--- src/dlt_pkg.sv ---
// Constants, types and register map shared by the dual limit tester.
// Assumes readings arrive as signed micro-units of the active function.
`default_nettype none
package dlt_pkg;
    // Bus and data geometry.
    localparam int unsigned ADDR_W = 8;
    localparam int unsigned DATA_W = 32;
    localparam int unsigned STAT_W = 8;
    localparam int unsigned BUF_DEPTH = 16;
    localparam int unsigned PTR_W = 4;
    localparam int unsigned CNT_W = 5;

    // One volt, amp or ohm expressed in reading units.
    localparam logic signed [31:0] UNITS_PER_UNIT = 32'sh000f4240;

    // Factory bounds: +1/-1 for set one, +2/-2 for set two.
    localparam logic signed [31:0] UB1_RST = UNITS_PER_UNIT;
    localparam logic signed [31:0] LB1_RST = -UNITS_PER_UNIT;
    localparam logic signed [31:0] UB2_RST = UNITS_PER_UNIT + UNITS_PER_UNIT;
    localparam logic signed [31:0] LB2_RST = -(UNITS_PER_UNIT + UNITS_PER_UNIT);

    // Register byte offsets.
    localparam logic [ADDR_W-1:0] OFF_CTRL          = 8'h00;
    localparam logic [ADDR_W-1:0] OFF_UPPER_ONE     = 8'h04;
    localparam logic [ADDR_W-1:0] OFF_LOWER_ONE     = 8'h08;
    localparam logic [ADDR_W-1:0] OFF_UPPER_TWO     = 8'h0c;
    localparam logic [ADDR_W-1:0] OFF_LOWER_TWO     = 8'h10;
    localparam logic [ADDR_W-1:0] OFF_LAST_READING  = 8'h14;
    localparam logic [ADDR_W-1:0] OFF_LAST_STATUS   = 8'h18;
    localparam logic [ADDR_W-1:0] OFF_RECALL_INDEX  = 8'h1c;
    localparam logic [ADDR_W-1:0] OFF_RECALL_STATUS = 8'h20;
    localparam logic [ADDR_W-1:0] OFF_BUF_COUNT     = 8'h24;

    // Control register fields and reset values.
    localparam int unsigned CTRL_ENABLE_BIT = 0;
    localparam int unsigned CTRL_BEEP_LSB   = 1;
    localparam int unsigned CTRL_APPEND_BIT = 3;
    localparam logic CTRL_ENABLE_RST = 1'b1;
    localparam logic CTRL_APPEND_RST = 1'b0;

    // Status word bit positions.
    localparam int unsigned ST_HIGH     = 0;
    localparam int unsigned ST_LOW      = 1;
    localparam int unsigned ST_IN       = 2;
    localparam int unsigned ST_INSIDE_S = 3;
    localparam int unsigned ST_SET_LSB  = 4;
    localparam int unsigned ST_RANGE    = 6;
    localparam int unsigned ST_TESTED   = 7;

    // Failing set numbers.
    localparam logic [1:0] SET_NONE = 2'h0;
    localparam logic [1:0] SET_ONE  = 2'h1;
    localparam logic [1:0] SET_TWO  = 2'h2;

    // Beeper option; code 3 is illegal and acts as never.
    typedef enum logic [1:0] {
        DLT_BEEP_NEVER   = 2'b00,
        DLT_BEEP_OUTSIDE = 2'b01,
        DLT_BEEP_INSIDE  = 2'b10
    } dlt_beep_e;
endpackage : dlt_pkg
`default_nettype wire

--- src/dlt_tester.sv ---
// Dual-window limit tester with an APB register slave.
// Assumes finished readings arrive synchronously to clk_i, one per strobe.
//
// What this block does
// - Two limit sets, each tested per reading.
// - Reset bounds: +1/-1 and +2/-2.
// - Set two may be narrower; no ordering.
// - Inside both sets reports in, no indicator.
// - Failure shows direction and failing set number.
// - Outside both reports set one direction.
// - Overflow flags range, high, hides set status.
// - Overflow never asserts the low indicator.
// - Closed channel shows short inside status.
// - Test processed result, not raw input.
// - Ratio/average: test combined result only.
// - No testing under continuity function.
// - Buffered readings keep status for recall.
// - Remote reading may append its status.
// - Beeper never option stays silent.
// - Outside option beeps on any failure.
// - Inside option: normal tone, lower tone.
// - Inside option silent outside both sets.
// - Reaching a bound counts as failing.
//
// The implementer's own choices: the APB slave port and the placing of the registers.
`default_nettype none
module dlt_tester
    import dlt_pkg::*;
(
    input  wire logic                     clk_i,
    input  wire logic                     resetn_i,
    // APB slave.
    input  wire logic                     psel_i,
    input  wire logic                     penable_i,
    input  wire logic                     pwrite_i,
    input  wire logic [ADDR_W-1:0]        paddr_i,
    input  wire logic [DATA_W-1:0]        pwdata_i,
    output logic      [DATA_W-1:0]        prdata_o,
    output logic                          pready_o,
    output logic                          pslverr_o,
    // Finished readings from the processing chain.
    input  wire logic                     reading_valid_i,
    input  wire logic signed [DATA_W-1:0] reading_i,
    input  wire logic                     reading_overflow_i,
    input  wire logic                     reading_store_i,
    input  wire logic                     continuity_function_i,
    input  wire logic                     channel_closed_i,
    // Indicators.
    output logic                          status_valid_o,
    output logic                          high_o,
    output logic                          low_o,
    output logic                          in_limits_o,
    output logic                          inside_short_o,
    output logic      [1:0]               fail_set_o,
    output logic                          range_exceeded_status_o,
    output logic                          beep_normal_o,
    output logic                          beep_lower_o
);

    typedef struct packed {
        logic                              enable;
        logic [1:0]                        beep_mode;
        logic                              append;
        logic signed [DATA_W-1:0]          upper_bound_one;
        logic signed [DATA_W-1:0]          lower_bound_one;
        logic signed [DATA_W-1:0]          upper_bound_two;
        logic signed [DATA_W-1:0]          lower_bound_two;
        logic        [DATA_W-1:0]          last_reading;
        logic        [STAT_W-1:0]          status;
        logic                              status_valid;
        logic                              beep_normal;
        logic                              beep_lower;
        logic        [PTR_W-1:0]           wr_ptr;
        logic        [CNT_W-1:0]           count;
        logic        [PTR_W-1:0]           recall_index;
        logic [BUF_DEPTH-1:0][STAT_W-1:0]  status_buf;
        logic        [DATA_W-1:0]          rdata;
    } dlt_state_s;

    dlt_state_s state;
    dlt_state_s next_state;

    // Bound checks: reaching a bound already counts as a failure.
    function automatic logic at_or_above(input logic signed [DATA_W-1:0] r,
                                         input logic signed [DATA_W-1:0] b);
        return r >= b;
    endfunction

    function automatic logic at_or_below(input logic signed [DATA_W-1:0] r,
                                         input logic signed [DATA_W-1:0] b);
        return r <= b;
    endfunction

    // Address decode shared by write and error paths.
    function automatic logic addr_mapped(input logic [ADDR_W-1:0] a);
        unique case (a)
            OFF_CTRL, OFF_UPPER_ONE, OFF_LOWER_ONE, OFF_UPPER_TWO,
            OFF_LOWER_TWO, OFF_LAST_READING, OFF_LAST_STATUS,
            OFF_RECALL_INDEX, OFF_RECALL_STATUS, OFF_BUF_COUNT: return 1'b1;
            default: return 1'b0;
        endcase
    endfunction

    // Per-set comparison results for the current reading.
    logic set1_hi;
    logic set1_lo;
    logic set2_hi;
    logic set2_lo;
    logic fail1;
    logic fail2;
    logic testing;
    logic [STAT_W-1:0] verdict;
    logic tone_normal;
    logic tone_lower;

    // Both sets are checked independently; neither is assumed nested.
    always_comb begin
        set1_hi = at_or_above(reading_i, state.upper_bound_one);
        set1_lo = at_or_below(reading_i, state.lower_bound_one);
        set2_hi = at_or_above(reading_i, state.upper_bound_two);
        set2_lo = at_or_below(reading_i, state.lower_bound_two);
        fail1 = set1_hi | set1_lo;
        fail2 = set2_hi | set2_lo;
    end

    // The reading port carries the chain's final result, so rel, math,
    // ratio and averaging have already been applied before it lands here.
    assign testing = state.enable & ~continuity_function_i;

    // Verdict word for one reading, set one taking priority.
    always_comb begin
        verdict = '0;
        if (testing) begin
            verdict[ST_TESTED] = 1'b1;
            if (reading_overflow_i) begin
                // An overflow counts as positive whatever the polarity.
                verdict[ST_RANGE] = 1'b1;
                verdict[ST_HIGH]  = 1'b1;
            end else if (fail1) begin
                verdict[ST_HIGH] = set1_hi;
                verdict[ST_LOW]  = set1_lo & ~set1_hi;
                verdict[ST_SET_LSB +: 2] = SET_ONE;
            end else if (fail2) begin
                verdict[ST_HIGH] = set2_hi;
                verdict[ST_LOW]  = set2_lo & ~set2_hi;
                verdict[ST_SET_LSB +: 2] = SET_TWO;
            end else if (channel_closed_i) begin
                verdict[ST_INSIDE_S] = 1'b1;
            end else begin
                verdict[ST_IN] = 1'b1;
            end
        end
    end

    // Beeper tone selection from the option and the verdict.
    always_comb begin
        tone_normal = 1'b0;
        tone_lower  = 1'b0;
        if (testing) begin
            unique case (state.beep_mode)
                DLT_BEEP_OUTSIDE: begin
                    // Overflow is an out-of-limits reading, so it beeps too.
                    tone_normal = reading_overflow_i | fail1 | fail2;
                end
                DLT_BEEP_INSIDE: begin
                    if (!reading_overflow_i && !fail1) begin
                        tone_normal = 1'b1;
                    end else if (!reading_overflow_i && !fail2) begin
                        tone_lower = 1'b1;
                    end
                    // Outside both sets both tones stay low.
                end
                default: begin
                    // Never, and the unused code, keep the beeper quiet.
                    tone_normal = 1'b0;
                end
            endcase
        end
    end

    // APB phases; the slave never waits.
    logic apb_setup;
    logic apb_access;
    logic apb_write;
    assign apb_setup  = psel_i & ~penable_i;
    assign apb_access = psel_i & penable_i;
    assign apb_write  = apb_access & pwrite_i & addr_mapped(paddr_i);

    // Next-state logic for the whole block.
    always_comb begin
        next_state = state;
        next_state.status_valid = 1'b0;
        next_state.beep_normal  = 1'b0;
        next_state.beep_lower   = 1'b0;

        // One verdict per completed reading, held until the next one.
        if (reading_valid_i) begin
            next_state.status       = verdict;
            next_state.last_reading = reading_i;
            next_state.status_valid = 1'b1;
            next_state.beep_normal  = tone_normal;
            next_state.beep_lower   = tone_lower;
            if (reading_store_i) begin
                // The oldest entry is overwritten once the store is full.
                next_state.status_buf[state.wr_ptr] = verdict;
                next_state.wr_ptr = state.wr_ptr + 1'b1;
                if (state.count != CNT_W'(BUF_DEPTH)) begin
                    next_state.count = state.count + 1'b1;
                end
            end
        end

        // Register writes take effect only in the access phase.
        if (apb_write) begin
            unique case (paddr_i)
                OFF_CTRL: begin
                    next_state.enable    = pwdata_i[CTRL_ENABLE_BIT];
                    next_state.beep_mode = pwdata_i[CTRL_BEEP_LSB +: 2];
                    next_state.append    = pwdata_i[CTRL_APPEND_BIT];
                end
                OFF_UPPER_ONE: next_state.upper_bound_one = pwdata_i;
                OFF_LOWER_ONE: next_state.lower_bound_one = pwdata_i;
                OFF_UPPER_TWO: next_state.upper_bound_two = pwdata_i;
                OFF_LOWER_TWO: next_state.lower_bound_two = pwdata_i;
                OFF_RECALL_INDEX: next_state.recall_index = pwdata_i[PTR_W-1:0];
                default: begin
                    // Read-only words ignore writes.
                    next_state.rdata = state.rdata;
                end
            endcase
        end

        // Read data is captured in the setup cycle so it leaves a flop.
        if (apb_setup) begin
            next_state.rdata = '0;
            unique case (paddr_i)
                OFF_CTRL: begin
                    next_state.rdata[CTRL_ENABLE_BIT]     = state.enable;
                    next_state.rdata[CTRL_BEEP_LSB +: 2]  = state.beep_mode;
                    next_state.rdata[CTRL_APPEND_BIT]     = state.append;
                end
                OFF_UPPER_ONE:    next_state.rdata = state.upper_bound_one;
                OFF_LOWER_ONE:    next_state.rdata = state.lower_bound_one;
                OFF_UPPER_TWO:    next_state.rdata = state.upper_bound_two;
                OFF_LOWER_TWO:    next_state.rdata = state.lower_bound_two;
                OFF_LAST_READING: next_state.rdata = state.last_reading;
                OFF_LAST_STATUS: begin
                    // Status rides along with the reading only when asked.
                    if (state.append) begin
                        next_state.rdata[STAT_W-1:0] = state.status;
                    end
                end
                OFF_RECALL_INDEX: next_state.rdata[PTR_W-1:0] = state.recall_index;
                OFF_RECALL_STATUS: begin
                    next_state.rdata[STAT_W-1:0] =
                        state.status_buf[state.recall_index];
                end
                OFF_BUF_COUNT: next_state.rdata[CNT_W-1:0] = state.count;
                default: next_state.rdata = '0;
            endcase
        end
    end

    // State register; reset loads the factory bounds and a quiet beeper.
    always_ff @(posedge clk_i or negedge resetn_i) begin
        if (!resetn_i) begin
            state                 <= '0;
            state.enable          <= CTRL_ENABLE_RST;
            state.append          <= CTRL_APPEND_RST;
            state.beep_mode       <= DLT_BEEP_NEVER;
            state.upper_bound_one <= UB1_RST;
            state.lower_bound_one <= LB1_RST;
            state.upper_bound_two <= UB2_RST;
            state.lower_bound_two <= LB2_RST;
        end else begin
            state <= next_state;
        end
    end

    // Outputs come from the state flops; pready_o is tied high and pslverr_o is decoded from the bus.
    assign prdata_o                = state.rdata;
    assign pready_o                = 1'b1; // Zero wait states keep the bus simple.
    assign pslverr_o               = apb_access & ~addr_mapped(paddr_i);
    assign status_valid_o          = state.status_valid;
    assign high_o                  = state.status[ST_HIGH];
    assign low_o                   = state.status[ST_LOW];
    assign in_limits_o             = state.status[ST_IN];
    assign inside_short_o          = state.status[ST_INSIDE_S];
    assign fail_set_o              = state.status[ST_SET_LSB +: 2];
    assign range_exceeded_status_o = state.status[ST_RANGE];
    assign beep_normal_o           = state.beep_normal;
    assign beep_lower_o            = state.beep_lower;

endmodule : dlt_tester
`default_nettype wire

--- config.mk ---
export PLATFORM = sky130hd
export DESIGN_NAME = dlt_tester
export DESIGN_NICKNAME = d
export VERILOG_FILES = /design/src/dlt_pkg.sv /design/src/dlt_tester.sv
export SDC_FILE = /design/constraint.sdc
export NUM_CORES = 1
export LEC_CHECK = 0
export BUFFER_PORTS_ARGS = -buffer_cell sky130_fd_sc_hd__buf_2
export CORE_MARGIN = 4
export CORE_UTILIZATION = 26
export CTS_CLUSTER_SIZE = 24
export DETAILED_ROUTE_END_ITERATION = 12
export PLACE_DENSITY = 0.43
export SLEW_MARGIN = 20
export SYNTH_ARGS = -nofsm -noshare
export SYNTH_HDL_FRONTEND = slang
export SYNTH_SLANG_ARGS = --single-unit
export TNS_END_PERCENT = 100
--- constraint.sdc ---
create_clock -name clk_i -period 3.6 [get_ports clk_i]
set_clock_uncertainty 0.15 [all_clocks]
set_input_delay 0.18 -clock clk_i [delete_from_list [all_inputs] [get_ports clk_i]]
set_output_delay 0.18 -clock clk_i [all_outputs]
set_load 0.01 [all_outputs]
---- After elaboration in Yosys (flattened, before gate mapping) ----
Cells that the tools add are included.
operators by class
  reductions and logical operators ........ 16
  multipliers ............................. 0
  bitwise logic cells ..................... 17
  equality and inequality tests ........... 12
  div/mod/pow operators ................... 0
  $add $sub $neg .......................... 2
  shift operators ......................... 0
  multiplexer cells ....................... 33
  magnitude comparators ................... 7
operators by type and width
  kind                  number
  $bwmux W128           1
  $pmux W24 S5          1
  $ge A32 B32 Y1        2
  $le A32 B32 Y1        2
  $pmux W4 S10          1
  $bmux W8 S4           1
  $demux W8 S4          1
  $eq A8 B5 Y1 const B  4
  $mux W8               4
  $pmux W3 S7           1
  $eq A8 B4 Y1 const B  2
  $eq A8 B6 Y1 const B  2
  $reduce_and A2 Y1     7
  $mux W12              1
  $mux W2               6
  $mux W1               11
  $lt A4 B5 Y1 const B  2
  $mux W5               2
  $reduce_or A10 Y1     1
  $mux W9               1
  $and A1 B1 Y1         8
  $eq A8 B3 Y1 const B  1
  $logic_not A8 Y1      1
  $pmux W1 S8           1
  12 further kinds      23
storage, ports and cells
  memory bits (writable) .................. 0
  input port bits ......................... 82
  latch bits .............................. 0
  memories ................................ 0
  flip-flop bits (word level) ............. 348
  ROM bits ................................ 0

---- Depth between registers and ports, before layout ----
  word-level depth ........................ 9
  depth in mapped cells ................... 12
  depth with buffers taken out ............ 10

---- Least setup slack after synthesis ----
No wires, ideal clock.
  kind .................................... register -> register
  start point ............................. register state[263] (netlist name)
  end point ............................... register state[138] (netlist name)
  buffers on the path ..................... 2
  path slack .............................. 0.250 ns
  stages on the path, launching flop included .. 13
  required time ........................... 3.354 ns
  arrival time ............................ 3.105 ns
  cells stage by stage .................... dfstp_2 -> inv_1 -> ha_1 -> nand4_1 -> nor2_1 -> a221o_1 -> o31a_1 -> or3_1 -> and2_4 -> or4_4 -> buf_6 -> buf_6 -> o31ai_1
on the way
  cells in the longest elaborated chain, start to end .. 7
ends and longest elaborated chain
  item                    RTL line           source
  start, declared         dlt_tester.sv:80   dlt_state_s state;
  start signal, assigned  dlt_tester.sv:276  state <= next_state;
  $ge A32 B32 Y1          dlt_tester.sv:86   return r >= b;
  $or A1 B1 Y1            dlt_tester.sv:123  fail2 = set2_hi | set2_lo;
  $mux W2                 dlt_tester.sv:143  end else if (fail2) begin
  $mux W2                 dlt_tester.sv:139  end else if (fail1) begin
  $mux W5                 dlt_tester.sv:135  if (reading_overflow_i) begin
  $mux W8                 dlt_tester.sv:133  if (testing) begin
  $bwmux W128             dlt_tester.sv:205  next_state.status_buf[state.wr_ptr] = verdict;
Every way passes these cells.
A chain may end at the register's enable or synchronous reset.

---- Worst setup path in the final report ----
  start point ............................. register state[299] (netlist name)
  end point ............................... register state[114] (netlist name)
on the way
  cells in the longest elaborated chain, start to end .. 6
ends and longest elaborated chain
  item            RTL line           source
  $le A32 B32 Y1  dlt_tester.sv:91   return r <= b;
  $or A1 B1 Y1    dlt_tester.sv:122  fail1 = set1_hi | set1_lo;
  $mux W2         dlt_tester.sv:139
  $mux W5         dlt_tester.sv:135
  $mux W8         dlt_tester.sv:133
  $bwmux W128     dlt_tester.sv:205
Every way passes these cells.

==> flow_metrics.py <==
metrics = {
    "job": {
        "cap_violations": 0,
    },
    "die": {
        "die-area_sq_um": 77300,
        "ios": 126,
        "start_util": 0.264,
        "chipWidth_um": 278,
        "coreArea_sq_um": 71900,
        "row_count": 98,
        "die_h_um": 278,
    },
    "power_and_ir_drop": {
        "p_int_uw": 6950,
        "p_total_uw": 9380,
        "p_per_area_nw_per_um2": 400,
        "ir_drop_uv": 353,
        "seqPwrFrac": 0.438,
        "p_sw_frac": 0.259,
        "pwr-share-comb": 0.095,
        "p_leak_uw": 0.0103,
        "switchingPower_uw": 2420,
        "power_frac_clock": 0.468,
    },
    "synth": {
        "synth_edf_count": 0,
        "synth-async-reset-ratio": 1.00,
        "synth_nets": 2108,
        "syn_area_sq_um": 19000,
        "synth_cell_types": 60,
        "synth_flop_cell": "dfrtp_1",
        "synth_warnings": 0,
        "synth_top_area_share": 0.388,
        "ys_ff_latch": 348,
        "yosys.area.top_type": "dfrtp_1",
        "synth.area.top_cells": "dfrtp_1 39%, ha_1 9.0%, dfstp_2 7.5%",
        "ys_seq_area_frac": 0.463,
        "synth_area_per_cell_sq_um": 10.0,
        "syn_inst": 1890,
    },
    "layout": {
        "fillers": 7447,
        "drive_gt1_frac": 0.266,
        "syn2layout_area_growth_pct": 23.7,
        "fin_area_sq_um": 23500,
        "layout.nets": 2278,
        "ff_latch_area_sq_um": 8780,
        "multi_input_area_sq_um": 9420,
        "fin_cells": 3045,
    },
    "place": {
        "dp_hpwl_um": 43900,
        "place.port_buffers": 124,
        "place_inst": 2887,
        "placed_area_sq_um": 20800,
        "place.gp.congestion": 0.823,
    },
    "setup_path": {
        "r2r_start": "state[299]",
        "path_common_cell": "a221o_1",
        "path_buf_inv": 3,
        "path_max_fanout": 4,
        "cp-start-kind": "flip-flop",
        "cp.arrival_ns": 3.91,
        "crit_slowest_cell": "or4_4",
        "slowest_delay_ns": 0.61,
        "ff2ff_path_depth": 12,
        "setup.worst_path.end_class": "flip-flop",
        "crit_family": "simple AND/OR/NAND/NOR gates",
        "path_depth": 12,
        "path_cells": "inv_2 > ha_4 > and2_4 > a221o_1 > a221o_1 > or3_4 > a31oi_4 > nand2b_1 > or4_4 > buf_12 > buf_16 > o31ai_2",
        "critPathCapture": "state[114]",
        "r2r_setup_slack_ns": 0.009,
        "cp.required_ns": 3.92,
        "criticalPathCategory": "flip-flop to flip-flop",
        "crit_start": "state[299]",
        "r2r_end": "state[114]",
    },
    "clock_tree": {
        "cts-htree-levels": 2,
        "clk_pin_slew_ns": 0.06,
        "cts_made_buffers": 43,
        "cts.sinks": 348,
        "root_buffer": "clkbuf_16",
        "tritoncts": "done",
        "clk_latency_ns": 0.57,
        "clock_tree.buffer_depth": 3,
    },
    "timing": {
        "rsz0062_at_grt": "true",
        "tns_ns": 0,
        "fin_crit_sh": 0.998,
        "period_needed_ns": 3.59,
        "finalHoldViolations": 0,
        "relSlewSlack": 0.249,
        "max_freq_ghz": 0.278,
        "slew_viol_final": 0,
        "tightest_slew_ns": 1.13,
        "setup_viol_count_final": 0,
    },
    "grt": {
        "grt_pass1_vias": 15222,
        "grt_pass1_wl_um": 96100,
        "grt_max_degree": 93,
        "track_usage": 0.160,
        "grt_antenna_before_repair": 5,
        "grt_overflow": 0,
    },
    "drt": {
        "dr.pass1.iters": 5,
        "wl_um": 62800,
        "drt_first_iter_violations": 993,
        "routedWlPerCell_um": 20.6,
        "ant_nets": 0,
        "vias_per_cell": 4.85,
        "vias": 14755,
        "drc": 0,
    },
    "outcome": {
        "outcome": "completed",
    },
    "hold_path": {
        "hp-class": "primary input to flip-flop",
    },
}
cell usage after synthesis (all sizes together), types with 5 or more instances:
library cell and instances:
nand2 312, o31ai 51, buf 54, a21o 13, o211ai 6, mux2 125
ha 136, and3 6, mux4 40, inv 141, o22ai 13, a221o 6
o21ai 208, clkbuf 89, nand2b 7, dfstp 54, nor2 63, a21oi 67
xnor2 7, nor3 5, nor4 8, nor2b 5, a22oi 21, nand4 28
dfrtp 294, and4 6, a31oi 50, and2 5, nand3 23, nor3b 5
a222oi 5
metrics by stage:
stage | setup WS, ns | util | hold WS, ns
final | 0.00867 | 0.326 | 0.0326
after global routing | -0.0635 | 0.326 | 0.0531
after floorplan | 0.250 | - | -0.266
after CTS | -0.0244 | 0.324 | 0.0221
after global placement | -0.126 | 0.289 | 0.130
after detailed placement | -0.177 | 0.289 | 0.129
final cells by class:
type	instances	share of cell area
Multi-Input combinational cell	1257	0.401
Sequential cell	348	0.374
Clock inverter	16	0.00747
Antenna cell	1	0.000107
Inverter	142	0.0227
Timing Repair Buffer	268	0.0905
Tap cell	950	0.0507
Clock buffer	63	0.0530
repair_timing:
item                                   in CTS  in global routing
cloned                                      3                  0
setup endpoints to repair                  34                 63
pin swaps                                  10                 18
hold buffers                               70                  0
endpoints found under the hold margin     260                  0
setup buffers                               4                  2
gates resized for setup                    41                 36
sequential cells by signal, summed over array words and instances, names as in the netlist:
signal and count:
beep_lower_o 1, prdata_o 32, in_limits_o 1, fail_set_o 2, range_exceeded_status_o 1, state 306, inside_short_o 1, status_valid_o 1
beep_normal_o 1, high_o 1, low_o 1
worst min path at each step:
stage               startpoint           end  slack, ns  cells after the start
5_1_grt        reading_store_i    state[169]       0.05                      3
4_1_cts        reading_store_i    state[169]       0.02                      3
2_1_floorplan         resetn_i  beep_lower_o      -0.27                      0
3_5_place_dp          resetn_i    state[198]       0.13                      1
3_3_place_gp          resetn_i  prdata_o[12]       0.13                      1
6_report       reading_store_i    state[169]       0.03                      3
worst reg2reg max path: stages (launching register included):
cell and delay [ns]:
dfrtp_1 0.41, inv_2 0.08, ha_4 0.19, and2_4 0.15, a221o_1 0.34, a221o_1 0.34, or3_4 0.40, a31oi_4 0.22
nand2b_1 0.10, or4_4 0.61, buf_12 0.19, buf_16 0.14, o31ai_2 0.17
metal layers:
| layer | track usage | part of all wire | vias up |
|---|---|---|---|
| li1 | - | - | 7020 |
| met1 | 0.222 | 0.47 | 7378 |
| met2 | 0.266 | 0.48 | 286 |
| met3 | 0.0239 | 0.042 | 65 |
| met4 | 0.0347 | 0.016 | 6 |
| met5 | 0 | 0.00054 | - |
power groups by stage:
stage          Clock (uW)  Combinational, uW  Sequential, uW
6_report             4390                888            4100
3_5_place_dp            0                808            4170
3_3_place_gp            0                794            4170
2_1_floorplan           0                421            4140
4_1_cts              4540                891            4100
5_1_grt              4710                994            4120
placed cells by master, fill, tap and decap left out, types with 29 or more instances in the layout:
cell           synthesis  layout
clkbuf_16              0      44
nor2_1                63      62
buf_2                  0     123
nand2_1              312     309
o31ai_1               51      29
mux4_2                40      40
o21ai_0              207     205
a31oi_1               50      49
buf_4                 35      57
a21oi_1               66      63
mux2_2               125     124
dfrtp_1              294     293
dfstp_2               54      54
dlygate4sd3_1          0      70
inv_1                141     132
ha_1                 136     124
kinds of logic (layout without fill, tap and decap cells):
| logic type | count (synthesis) | in the layout | synth area share |
|---|---|---|---|
| XOR/XNOR | 7 | 7 | 0.00323 |
| multiplexers | 166 | 166 | 0.122 |
| flip-flops | 348 | 348 | 0.463 |
| AND/OR/NAND/NOR | 481 | 481 | 0.109 |
| adder cells (fa/ha/maj) | 136 | 136 | 0.0897 |
| other | 1 | 2 | 0.000198 |
| AO/OA/AOI/OAI | 466 | 466 | 0.148 |
| buffers and inverters | 285 | 489 | 0.0649 |
Power figures use the tool's default switching activity.
